**src/hdlc_tac_pkg.sv**
```systemverilog
// Constants shared by the timing and address control block.
package hdlc_tac_pkg;
  localparam logic [7:0] ADDR_RSA = 8'h00;
  localparam logic [7:0] ADDR_CTB = 8'h04;
  localparam logic [7:0] ADDR_TMC = 8'h08;
  localparam logic [7:0] ADDR_IFR = 8'h0c;
  localparam logic [7:0] ADDR_IMR = 8'h10;
  localparam logic [7:0] ADDR_CTL = 8'h14;
  localparam logic [7:0] ADDR_CST = 8'h18;
  localparam logic [7:0] ADDR_RST = 8'h1c;
  localparam int TMC_RST = 7;
  localparam int TMC_IC = 6;
  localparam int TMC_SIDE_SLOT_OUTPUT_ENABLE = 5;
  localparam int TMC_BIT_RATE_CLOCK_SELECT = 4;
  localparam int TMC_TC3 = 3;
  localparam int CTL_AME = 0;
  localparam int CTL_SIX = 1;
  localparam int IFR_GA = 7;
  localparam logic [7:0] REG_RESET = 8'h00;
  localparam logic [6:0] RSA_RESET = 7'h00;
  localparam logic [1:0] CTL_RESET = 2'h0;
  localparam logic [7:0] GO_AHEAD_PATTERN = 8'h7f;
  localparam logic [7:0] FRAME_FIRST_BIT = 8'h00;
  localparam logic [4:0] SIDE_CHANNEL = 5'h01;
  localparam logic [4:0] CHAN0 = 5'h00;
  localparam logic [4:0] CHAN2 = 5'h02;
  localparam logic [4:0] CHAN3 = 5'h03;
  localparam logic [4:0] CHAN4 = 5'h04;
  localparam logic [2:0] LAST_BIT_POS = 3'h7;
  localparam logic [3:0] PART1_BITS = 4'h1;
  localparam logic [3:0] PART2_BITS = 4'h2;
  localparam logic [3:0] PART6_BITS = 4'h6;
  localparam logic [3:0] PART7_BITS = 4'h7;
  localparam logic [1:0] CLEARS_TO_LEAVE = 2'h2;
  typedef enum logic [2:0] {
    TC_P1, TC_P2, TC_P67, TC_C2, TC_C3, TC_C4, TC_C23, TC_C234
  } tc_code_t;
endpackage

```
**src/sync2.sv**
```systemverilog
// Two flip-flop synchroniser for a group of levels.
`timescale 1ns/1ps
module sync2 #(
  parameter int W = 1
) (
  input wire logic pclk,
  input wire logic presetn,
  input wire logic [W-1:0] d,
  output logic [W-1:0] q
);
  logic [W-1:0] meta_ff;
  always_ff @(posedge pclk or negedge presetn) begin
    if (!presetn) begin
      meta_ff <= '0;
      q <= '0;
    end else begin
      meta_ff <= d;
      q <= meta_ff;
    end
  end
endmodule // sync2

```
**src/hdlc_timing_and_address_control.sv**
```systemverilog
// Timing, address and interrupt-flag control of the serial packet controller.
// Functional notes
// - With address matching on, accept packets whose upper 7 or 6 bits match or all-call.
// - Address register bit zero reads zero and takes no part in comparison.
// - Side-channel byte goes out in channel 1 only when enabled and internally timed.
// - Software reset clears all registers and FIFOs, keeping its own bit.
// - Reset is left only after the second write of zero to the reset bit.
// - External timing gates sections with the enable pins; frame pulse unused here.
// - Internal timing derives slot enables from clock and frame pulse, ignoring pins.
// - Channel-1 enable high drives side byte; low floats the output in that slot.
// - Internal timing captures every incoming channel-1 byte into the status register.
// - Bit-rate select high means clock at bit rate, low means twice bit rate.
// - Codes 000, 001, 010 enable 1, 2, 6 or 7 bits of channel 0.
// - Codes 011 to 111 enable channels 2, 3, 4, 2+3 or 2+3+4.
// - Reading the interrupt flags clears them all until their events recur.
// - Go-ahead flag bit 7 is set when a go-ahead sequence is received.
// - All-call means every compared upper address bit is one.
// - Go-ahead is recognised as the received byte pattern 7F hex.
// - Masked flags still set and read but do not raise the interrupt.
//
// Implementation choices: register access over APB and the placing of the registers.
`timescale 1ns/1ps
module hdlc_timing_and_address_control (
  input wire logic pclk,
  input wire logic presetn,
  input wire logic psel,
  input wire logic penable,
  input wire logic pwrite,
  input wire logic [7:0] paddr,
  input wire logic [31:0] pwdata,
  output logic [31:0] prdata,
  output logic pready,
  output logic pslverr,
  input wire logic serial_clock_in,
  input wire logic frame_pulse_n,
  input wire logic serial_data_in,
  input wire logic tx_section_enable_n,
  input wire logic rx_section_enable_n,
  output logic serial_data_out,
  output logic serial_data_oe,
  input wire logic tx_bit,
  output logic tx_bit_take,
  output logic rx_bit,
  output logic rx_bit_valid,
  input wire logic [7:0] addr_byte,
  input wire logic addr_valid,
  output logic packet_accept,
  output logic packet_reject,
  input wire logic [6:0] flag_events,
  output logic fifo_flush,
  output logic irq,
  output logic irq_n
);
  logic [6:0] rsa_ff;
  logic [7:0] ctb_ff;
  logic [7:0] tmc_ff;
  logic [7:0] ifr_ff;
  logic [7:0] imr_ff;
  logic [1:0] ctl_ff;
  logic [7:0] cst_ff;
  logic soft_rst_ff;
  logic [1:0] clears_ff;
  logic pready_ff;
  logic pslverr_ff;
  logic [31:0] prdata_ff;
  logic [4:0] pins_s;
  logic ck_s, fp_n_s, din_s, txen_n_s, rxen_n_s;
  logic ck_d_ff;
  logic half_ff;
  logic [7:0] bit_cnt_ff;
  logic [7:0] rx_shift_ff;
  logic [7:0] cin_ff;
  logic sdo_ff, sdo_oe_ff, take_ff, rbit_ff, rvalid_ff, acc_ff, rej_ff;
  logic acc, wr, rd, hit, ga_event;
  logic ck_fall, bit_edge;
  logic internal, cur_slot, cur_side;
  logic [7:0] nxt_bit;
  logic [7:0] nxt_ifr;
  logic [7:0] ifr_clr;
  logic [7:0] rdata;
  logic [7:0] nxt_shift;
  logic addr_match;

  // Data-slot decode for one bit position of the frame.
  function automatic logic data_slot(input logic [7:0] b, input logic [3:0] tc);
    logic [4:0] ch;
    logic [3:0] pos;
    ch = b[7:3];
    pos = {1'b0, b[2:0]};
    data_slot = 1'b0;
    unique case (hdlc_tac_pkg::tc_code_t'(tc[2:0]))
      hdlc_tac_pkg::TC_P1: data_slot = (ch == hdlc_tac_pkg::CHAN0) && (pos < hdlc_tac_pkg::PART1_BITS);
      hdlc_tac_pkg::TC_P2: data_slot = (ch == hdlc_tac_pkg::CHAN0) && (pos < hdlc_tac_pkg::PART2_BITS);
      hdlc_tac_pkg::TC_P67: data_slot = (ch == hdlc_tac_pkg::CHAN0) &&
        (pos < (tc[hdlc_tac_pkg::TMC_TC3] ? hdlc_tac_pkg::PART7_BITS : hdlc_tac_pkg::PART6_BITS));
      hdlc_tac_pkg::TC_C2: data_slot = (ch == hdlc_tac_pkg::CHAN2);
      hdlc_tac_pkg::TC_C3: data_slot = (ch == hdlc_tac_pkg::CHAN3);
      hdlc_tac_pkg::TC_C4: data_slot = (ch == hdlc_tac_pkg::CHAN4);
      hdlc_tac_pkg::TC_C23: data_slot = (ch == hdlc_tac_pkg::CHAN2) || (ch == hdlc_tac_pkg::CHAN3);
      hdlc_tac_pkg::TC_C234: data_slot = (ch == hdlc_tac_pkg::CHAN2) || (ch == hdlc_tac_pkg::CHAN3) ||
        (ch == hdlc_tac_pkg::CHAN4);
    endcase
  endfunction

  // Bus transfers complete on the second access cycle, one wait state.
  assign acc = psel && penable && pready_ff;
  assign wr = acc && pwrite;
  assign rd = acc && !pwrite;
  assign pready = pready_ff;
  assign pslverr = pslverr_ff;
  assign prdata = prdata_ff;

  always_comb begin
    hit = 1'b1;
    rdata = hdlc_tac_pkg::REG_RESET;
    unique case (paddr)
      hdlc_tac_pkg::ADDR_RSA: rdata = {rsa_ff, 1'b0};
      hdlc_tac_pkg::ADDR_CTB: rdata = ctb_ff;
      hdlc_tac_pkg::ADDR_TMC: rdata = tmc_ff;
      hdlc_tac_pkg::ADDR_IFR: rdata = ifr_ff;
      hdlc_tac_pkg::ADDR_IMR: rdata = imr_ff;
      hdlc_tac_pkg::ADDR_CTL: rdata = {6'h00, ctl_ff};
      hdlc_tac_pkg::ADDR_CST: rdata = cst_ff;
      hdlc_tac_pkg::ADDR_RST: rdata = {7'h00, soft_rst_ff};
      default: hit = 1'b0;
    endcase
  end

  always_ff @(posedge pclk or negedge presetn) begin
    if (!presetn) begin
      pready_ff <= 1'b0;
      pslverr_ff <= 1'b0;
      prdata_ff <= 32'h00000000;
    end else if (psel && penable && !pready_ff) begin
      pready_ff <= 1'b1;
      pslverr_ff <= !hit;
      prdata_ff <= {24'h000000, rdata};
    end else begin
      pready_ff <= 1'b0;
      pslverr_ff <= 1'b0;
      prdata_ff <= 32'h00000000;
    end
  end

  // Software reset state: entered by a one, left after two writes of zero.
  always_ff @(posedge pclk or negedge presetn) begin
    if (!presetn) begin
      soft_rst_ff <= 1'b0;
      clears_ff <= 2'h0;
    end else if (wr && paddr == hdlc_tac_pkg::ADDR_TMC) begin
      if (pwdata[hdlc_tac_pkg::TMC_RST]) begin
        soft_rst_ff <= 1'b1;
        clears_ff <= 2'h0;
      end else if (soft_rst_ff) begin
        clears_ff <= clears_ff + 2'h1;
        if (clears_ff + 2'h1 == hdlc_tac_pkg::CLEARS_TO_LEAVE) begin
          soft_rst_ff <= 1'b0;
        end
      end
    end
  end
  assign fifo_flush = soft_rst_ff;

  // The reset bit keeps its written value; the other bits stay clear in reset.
  always_ff @(posedge pclk or negedge presetn) begin
    if (!presetn) begin
      tmc_ff <= hdlc_tac_pkg::REG_RESET;
    end else if (wr && paddr == hdlc_tac_pkg::ADDR_TMC) begin
      if (soft_rst_ff || pwdata[hdlc_tac_pkg::TMC_RST]) begin
        tmc_ff <= {pwdata[hdlc_tac_pkg::TMC_RST], 7'h00};
      end else begin
        tmc_ff <= pwdata[7:0];
      end
    end else if (soft_rst_ff) begin
      tmc_ff <= {tmc_ff[hdlc_tac_pkg::TMC_RST], 7'h00};
    end
  end

  always_ff @(posedge pclk or negedge presetn) begin
    if (!presetn) begin
      rsa_ff <= hdlc_tac_pkg::RSA_RESET;
      ctb_ff <= hdlc_tac_pkg::REG_RESET;
      imr_ff <= hdlc_tac_pkg::REG_RESET;
      ctl_ff <= hdlc_tac_pkg::CTL_RESET;
    end else if (soft_rst_ff) begin
      rsa_ff <= hdlc_tac_pkg::RSA_RESET;
      ctb_ff <= hdlc_tac_pkg::REG_RESET;
      imr_ff <= hdlc_tac_pkg::REG_RESET;
      ctl_ff <= hdlc_tac_pkg::CTL_RESET;
    end else if (wr) begin
      if (paddr == hdlc_tac_pkg::ADDR_RSA) begin
        rsa_ff <= pwdata[7:1];
      end
      if (paddr == hdlc_tac_pkg::ADDR_CTB) begin
        ctb_ff <= pwdata[7:0];
      end
      if (paddr == hdlc_tac_pkg::ADDR_IMR) begin
        imr_ff <= pwdata[7:0];
      end
      if (paddr == hdlc_tac_pkg::ADDR_CTL) begin
        ctl_ff <= pwdata[1:0];
      end
    end
  end

  // Interrupt flags: a read clears all, a write of ones clears those; a new event wins.
  always_comb begin
    ifr_clr = 8'h00;
    if (rd && paddr == hdlc_tac_pkg::ADDR_IFR) begin
      ifr_clr = 8'hff;
    end else if (wr && paddr == hdlc_tac_pkg::ADDR_IFR) begin
      ifr_clr = pwdata[7:0];
    end
    nxt_ifr = (ifr_ff & ~ifr_clr) | {ga_event, flag_events};
  end

  always_ff @(posedge pclk or negedge presetn) begin
    if (!presetn) begin
      ifr_ff <= hdlc_tac_pkg::REG_RESET;
    end else if (soft_rst_ff) begin
      ifr_ff <= hdlc_tac_pkg::REG_RESET;
    end else begin
      ifr_ff <= nxt_ifr;
    end
  end

  assign irq = |(ifr_ff & imr_ff);
  assign irq_n = !irq;

  // Address recognition on the address byte delivered by the receiver.
  always_comb begin
    if (ctl_ff[hdlc_tac_pkg::CTL_SIX]) begin
      addr_match = (addr_byte[7:2] == rsa_ff[6:1]) || (&addr_byte[7:2]);
    end else begin
      addr_match = (addr_byte[7:1] == rsa_ff) || (&addr_byte[7:1]);
    end
    if (!ctl_ff[hdlc_tac_pkg::CTL_AME]) begin
      addr_match = 1'b1;
    end
  end

  always_ff @(posedge pclk or negedge presetn) begin
    if (!presetn) begin
      acc_ff <= 1'b0;
      rej_ff <= 1'b0;
    end else begin
      acc_ff <= addr_valid && addr_match && !soft_rst_ff;
      rej_ff <= addr_valid && !addr_match && !soft_rst_ff;
    end
  end
  assign packet_accept = acc_ff;
  assign packet_reject = rej_ff;

  // Link pins are brought into the bus clock domain.
  sync2 #(.W(5)) u_pin_sync (
    .pclk(pclk),
    .presetn(presetn),
    .d({serial_clock_in, frame_pulse_n, serial_data_in, tx_section_enable_n, rx_section_enable_n}),
    .q(pins_s)
  );
  assign {ck_s, fp_n_s, din_s, txen_n_s, rxen_n_s} = pins_s;

  assign internal = tmc_ff[hdlc_tac_pkg::TMC_IC];
  assign ck_fall = ck_d_ff && !ck_s;
  // At twice the bit rate only every second falling edge ends a bit; a frame-start edge always does.
  assign bit_edge = ck_fall && (!internal || tmc_ff[hdlc_tac_pkg::TMC_BIT_RATE_CLOCK_SELECT] || half_ff || !fp_n_s);

  always_comb begin
    if (!fp_n_s) begin
      nxt_bit = hdlc_tac_pkg::FRAME_FIRST_BIT;
    end else begin
      nxt_bit = bit_cnt_ff + 8'h01;
    end
  end

  always_ff @(posedge pclk or negedge presetn) begin
    if (!presetn) begin
      ck_d_ff <= 1'b0;
      half_ff <= 1'b0;
      bit_cnt_ff <= hdlc_tac_pkg::FRAME_FIRST_BIT;
    end else begin
      ck_d_ff <= ck_s;
      if (soft_rst_ff || !internal) begin
        half_ff <= 1'b0;
        bit_cnt_ff <= hdlc_tac_pkg::FRAME_FIRST_BIT;
      end else if (ck_fall) begin
        half_ff <= !fp_n_s ? 1'b0 : !half_ff;
        if (bit_edge) begin
          bit_cnt_ff <= nxt_bit;
        end
      end
    end
  end

  assign cur_slot = data_slot(bit_cnt_ff, tmc_ff[3:0]);
  assign cur_side = bit_cnt_ff[7:3] == hdlc_tac_pkg::SIDE_CHANNEL;

  // Transmit side: a bit is presented at each enabled bit edge for the following period.
  always_ff @(posedge pclk or negedge presetn) begin
    if (!presetn) begin
      sdo_ff <= 1'b0;
      sdo_oe_ff <= 1'b0;
      take_ff <= 1'b0;
    end else begin
      take_ff <= 1'b0;
      if (soft_rst_ff) begin
        sdo_ff <= 1'b0;
        sdo_oe_ff <= 1'b0;
      end else if (!internal) begin
        sdo_oe_ff <= !txen_n_s;
        if (bit_edge && !txen_n_s) begin
          sdo_ff <= tx_bit;
          take_ff <= 1'b1;
        end
      end else if (bit_edge) begin
        if (data_slot(nxt_bit, tmc_ff[3:0])) begin
          sdo_ff <= tx_bit;
          sdo_oe_ff <= 1'b1;
          take_ff <= 1'b1;
        end else if (nxt_bit[7:3] == hdlc_tac_pkg::SIDE_CHANNEL && tmc_ff[hdlc_tac_pkg::TMC_SIDE_SLOT_OUTPUT_ENABLE]) begin
          sdo_ff <= ctb_ff[hdlc_tac_pkg::LAST_BIT_POS - nxt_bit[2:0]];
          sdo_oe_ff <= 1'b1;
        end else begin
          sdo_ff <= 1'b0;
          sdo_oe_ff <= 1'b0;
        end
      end
    end
  end
  assign serial_data_out = sdo_ff;
  assign serial_data_oe = sdo_oe_ff;
  assign tx_bit_take = take_ff;

  // Receive side: the line is sampled at the end of each enabled bit period.
  always_ff @(posedge pclk or negedge presetn) begin
    if (!presetn) begin
      rbit_ff <= 1'b0;
      rvalid_ff <= 1'b0;
    end else begin
      rvalid_ff <= 1'b0;
      if (!soft_rst_ff && bit_edge) begin
        if (internal ? cur_slot : !rxen_n_s) begin
          rbit_ff <= din_s;
          rvalid_ff <= 1'b1;
        end
      end
    end
  end
  assign rx_bit = rbit_ff;
  assign rx_bit_valid = rvalid_ff;

  // Side-channel capture runs whatever the output enable says.
  always_ff @(posedge pclk or negedge presetn) begin
    if (!presetn) begin
      cin_ff <= hdlc_tac_pkg::REG_RESET;
      cst_ff <= hdlc_tac_pkg::REG_RESET;
    end else if (soft_rst_ff) begin
      cin_ff <= hdlc_tac_pkg::REG_RESET;
      cst_ff <= hdlc_tac_pkg::REG_RESET;
    end else if (internal && bit_edge && cur_side) begin
      cin_ff <= {cin_ff[6:0], din_s};
      if (bit_cnt_ff[2:0] == hdlc_tac_pkg::LAST_BIT_POS) begin
        cst_ff <= {cin_ff[6:0], din_s};
      end
    end
  end

  // Go-ahead search over received data bits, first bit lands lowest.
  assign nxt_shift = {rbit_ff, rx_shift_ff[7:1]};
  assign ga_event = rvalid_ff && (nxt_shift == hdlc_tac_pkg::GO_AHEAD_PATTERN);

  always_ff @(posedge pclk or negedge presetn) begin
    if (!presetn) begin
      rx_shift_ff <= hdlc_tac_pkg::REG_RESET;
    end else if (soft_rst_ff) begin
      rx_shift_ff <= hdlc_tac_pkg::REG_RESET;
    end else if (rvalid_ff) begin
      rx_shift_ff <= nxt_shift;
    end
  end
endmodule // hdlc_timing_and_address_control

```
**config.mk**
```make
export PLATFORM = sky130hd
export DESIGN_NAME = hdlc_timing_and_address_control
export DESIGN_NICKNAME = d
export VERILOG_FILES = /design/src/hdlc_tac_pkg.sv /design/src/sync2.sv /design/src/hdlc_timing_and_address_control.sv
export SDC_FILE = /design/constraint.sdc
export NUM_CORES = 1
export LEC_CHECK = 0
export BUFFER_PORTS_ARGS = -buffer_cell sky130_fd_sc_hd__buf_2
export CAP_MARGIN = 20
export CORE_AREA = 2 2 121 152
export CTS_CLUSTER_DIAMETER = 120
export DETAILED_ROUTE_END_ITERATION = 8
export DIE_AREA = 0 0 123 154
export PLACE_DENSITY = 0.6
export REMOVE_ABC_BUFFERS = 1
export SLEW_MARGIN = 30
export SYNTH_ARGS = -nofsm -noshare
export SYNTH_HDL_FRONTEND = slang
export SYNTH_SLANG_ARGS = --single-unit
```
**constraint.sdc**
```tcl
create_clock -name pclk -period 6.3 [get_ports pclk]
set_input_delay 0.63 -clock pclk [delete_from_list [all_inputs] [get_ports pclk]]
set_output_delay 0.63 -clock pclk [all_outputs]
set_load 0.02 [all_outputs]
```
==> run summary <==
The run finished with clean final reports. The tree is rooted in a sky130_fd_sc_hd__clkbuf_16. The number of standard-cell rows in the floorplan is 54. The quantity of gates resized following cts is 0.

The maximum clock insertion buffer count came out at 2. Headroom to the max-slew limit came out at 35.79%. The height of the chip came out at 154 um.

Synthesis handed over a netlist of 566 instances. The design draws 1.410 mW. In this run the worst path has a maximum fanout of 14.

The wire length of the first global-routing pass came out at 23.27 mm. The share of final-layout standard cells stronger than drive strength 1 is 15.75%. The number of placed instances, taps included is 824.

The top cell types in the final layout, fill and taps aside, are sky130_fd_sc_hd__dfrtp_1 (102), sky130_fd_sc_hd__nand2_1 (71), sky130_fd_sc_hd__buf_2 (60), sky130_fd_sc_hd__nor2_1 (59), sky130_fd_sc_hd__a21oi_1 (54). Among all flip-flop cells after synthesis, the most frequent one is sky130_fd_sc_hd__dfrtp_1. The async set-reset flop share out of synthesis came out at 100.0%.

The internal cell power is 1.043 mW. Cells fill 34.83% of the core in the end. The initial utilization of the core area, before any placement, comes to 30.73%. At the worst endpoint, the arrival time is 3330 ps. The combinational group share of total power came out at 7.7%. For this design, the CTS-stage hold fixing added 0 buffers. The number of antenna violations at the first check in global routing came out at 0. The post-route clock period utilization is 49.54%. For this run, the top clock speed supported by timing is 0.3204 GHz. The final net count is 681.

The category of the critical setup timing path is reg2reg. The count of clock tree sinks is 103. The finished layout holds 840 standard cells, fillers aside. The total grt overflow is 0.

The average vias per placed instance came out at 5.165. The leakage power figure is 2.577 nW. Post-CTS timing repair inserted 0 buffers for setup. The worst setup path is launched from a register. The total power density per cell area came out at 232.3 mW/mm2. The required arrival time at the worst endpoint came out at 6510 ps. The tightest min-delay check is of the in2async type. The commonest non-fill, non-tap cell in the layout is sky130_fd_sc_hd__dfrtp_1.

The violation count after the first detailed-route iteration came out at 286. The die width came out at 123 um. The power dissipated by switching net loads is 0.3672 mW.

The routability-driven placement congestion ratio is 0.8863. TritonCTS built the clock tree. The clock latency of the later-clocked register in the worst-skew pair came out at 350 ps. Setup repair after global routing left no endpoint under its margin. The post-route DRC violation count is 0.

The final routed wirelength across all metal layers is 14.55 mm. The clock slew at the register clock pins of the worst setup and hold paths is 80 ps. The clock network fraction of total power is 42.0%. The largest net degree at the start of global routing is 62. The proportion of total power due to net switching is 26.04%.

The iteration count of the initial detailed-routing pass came out at 5. The final count of pins violating max slew is 0. The deepest level of the CTS H-tree is 3.

The final setup violation count came out at 0. In this run the tool buffered the top-level ports with 61 buffer cells. The synthesis-to-finish area growth is 13.31%. The count of nets left with antenna violations once routing finished came out at 0. The area of the die is 0.01894 mm2. Counting flops and latches in the post-synthesis netlist gives 103.

The number of vias after detailed routing is 4,339. In this run, distinct cell masters in the synthesized netlist total 61. The number of max-cap violations came out at 0. The transition time of the tightest slew-check pin is 938.9 ps. Detailed placement ended at an HPWL of 10.42 mm. The netlist area before placement is 0.005358 mm2. The Yosys step of the flow raised 0 warnings.

The final antenna diode count came out at 0. The type of destination of the critical path is a register. The number of synthesized flops with an enable pin came out at 0.

Of the synthesized area, sequential elements account for 48.11%. The via count of the first global-routing pass came to 4,234. TritonCTS created 9 clock buffers. 111 I/O pins were placed. The worst clock skew on the final layout came out at 12.41 ps. The post-detailed-route wirelength per cell is 17.32 um. The hold violation total from the final report came out at 0. The setup TNS is 0 ps.

The core area came out at 0.01743 mm2. For this run, the total global-route usage over all layers was measured as 15.86%. The routed design could run at a clock period as short as 3121 ps. The register share of total power is 50.3%.

The maximum ir drop on the vdd rail came out at 0.0001727 V. The average cell area after synthesis came out at 9.466 um2.
## cell families after synthesis
family,after synthesis,synth area share (%)
xor gates and xnor gates,7,1.144
and+or+nand+nor,222,20.11
muxes,38,7.473
adders and majority gates,3,0.7007
buffers and inverters,69,6.912
AOI/OAI and AO/OA,123,15.48
DFF,103,48.11
other,1,0.06999
## cells in the mapped netlist, types with 2 or more instances
cell type | number | area, um2
sky130_fd_sc_hd__nor3_1 | 12 | 60.06
sky130_fd_sc_hd__buf_2 | 8 | 40.04
sky130_fd_sc_hd__nand3_1 | 36 | 180.2
sky130_fd_sc_hd__xnor2_1 | 5 | 43.79
sky130_fd_sc_hd__xor2_1 | 2 | 17.52
sky130_fd_sc_hd__o22ai_1 | 5 | 31.28
sky130_fd_sc_hd__a211oi_1 | 3 | 22.52
sky130_fd_sc_hd__o21a_1 | 2 | 15.01
sky130_fd_sc_hd__buf_4 | 27 | 202.7
sky130_fd_sc_hd__nand4_1 | 8 | 50.05
sky130_fd_sc_hd__a41oi_1 | 2 | 17.52
sky130_fd_sc_hd__buf_1 | 4 | 15.01
sky130_fd_sc_hd__mux2_2 | 2 | 22.52
sky130_fd_sc_hd__inv_1 | 12 | 45.04
sky130_fd_sc_hd__dfrtp_1 | 103 | 2577
sky130_fd_sc_hd__nand3b_1 | 8 | 60.06
sky130_fd_sc_hd__clkbuf_1 | 17 | 63.81
sky130_fd_sc_hd__a31oi_1 | 6 | 37.54
sky130_fd_sc_hd__o211ai_1 | 4 | 30.03
sky130_fd_sc_hd__o311ai_0 | 2 | 17.52
sky130_fd_sc_hd__and2_1 | 2 | 12.51
sky130_fd_sc_hd__nor2_1 | 59 | 221.5
sky130_fd_sc_hd__and4b_1 | 2 | 20.02
sky130_fd_sc_hd__nand2_1 | 71 | 266.5
sky130_fd_sc_hd__a221oi_1 | 4 | 35.03
sky130_fd_sc_hd__o21ai_0 | 7 | 35.03
sky130_fd_sc_hd__a32o_1 | 7 | 70.07
sky130_fd_sc_hd__and3_1 | 5 | 31.28
sky130_fd_sc_hd__and4_1 | 2 | 17.52
sky130_fd_sc_hd__nand2b_1 | 2 | 12.51
sky130_fd_sc_hd__a2bb2oi_1 | 2 | 17.52
sky130_fd_sc_hd__a22oi_1 | 13 | 97.59
sky130_fd_sc_hd__ha_1 | 3 | 37.54
sky130_fd_sc_hd__a21o_1 | 2 | 15.01
sky130_fd_sc_hd__a21oi_1 | 54 | 270.3
sky130_fd_sc_hd__mux2i_1 | 34 | 340.3
sky130_fd_sc_hd__nor2b_1 | 5 | 31.28
## state kept, by name (all words and copies together) (netlist names), 2 cells and up
signal              flops
imr_ff                  8
cin_ff                  7
u_pin_sync.meta_ff      5
u_pin_sync.q            5
tmc_ff                  8
ifr_ff                  8
cst_ff                  8
rsa_ff                  7
rx_shift_ff             7
ctb_ff                  8
clears_ff               2
ctl_ff                  2
prdata                  8
bit_cnt_ff              8
## routing by layer
metal  part of all wire [%]  track usage, %
met1                     41           19.71
met5                      0               0
met3                    3.9           2.263
met4                    3.4           6.548
met2                     51           27.26
## area by class of cell
| type | instances | area (um2) |
|---|---|---|
| repair buffers | 67 | 352.8 |
| well taps | 224 | 280.3 |
| clock buffers | 9 | 225.2 |
| inverters | 13 | 48.80 |
| clock inverters | 7 | 88.84 |
| flip-flops and latches | 103 | 2579 |
| fillers | 1813 | 11360 |
| multi-input cells | 417 | 2496 |
## worst paths after layout
check	startpoint	end	slack, ps	cells after the start
worst min-delay path	presetn	packet_accept	280	1
worst max-delay path	bit_cnt_ff[0]	serial_data_out	3180	7
worst min register to register	u_pin_sync.meta_ff[2]	u_pin_sync.q[2]	350	0
worst max register to register	bit_cnt_ff[0]	serial_data_out	3180	7
max in group asynchronous	presetn	imr_ff[0]	4810	2
min in group pclk	u_pin_sync.meta_ff[2]	u_pin_sync.q[2]	350	0
## through the flow
step | instance area, um2 | setup slack, ps | hold WS [ps]
5_1_grt | 6071 | 2996 | 311.3
3_3_place_gp | 5757 | 3334 | 331.4
6_report | 6071 | 3179 | 276.6
3_5_place_dp | 5757 | 3318 | 335.6
4_1_cts | 6071 | 3305 | 307.7
2_1_floorplan | 5122 | 3715 | 331.2
## power by group through the flow
stage	Clock, mW	Sequential [mW]	Combinational [mW]
4_1_cts	0.604	0.709	0.111
2_1_floorplan	0	0.721	0.0532
6_report	0.592	0.709	0.109
3_5_place_dp	0	0.722	0.111
3_3_place_gp	0	0.722	0.109
5_1_grt	0.632	0.712	0.121
## worst max-delay path: stages (launching register included)
cell	delay (ps)
sky130_fd_sc_hd__dfrtp_1	550
sky130_fd_sc_hd__ha_1	310
sky130_fd_sc_hd__ha_1	380
sky130_fd_sc_hd__mux4_2	520
sky130_fd_sc_hd__nor2b_1	140
sky130_fd_sc_hd__a2111oi_0	800
sky130_fd_sc_hd__o41a_1	210
sky130_fd_sc_hd__o22ai_1	80
(Power assumes the default switching activity.)
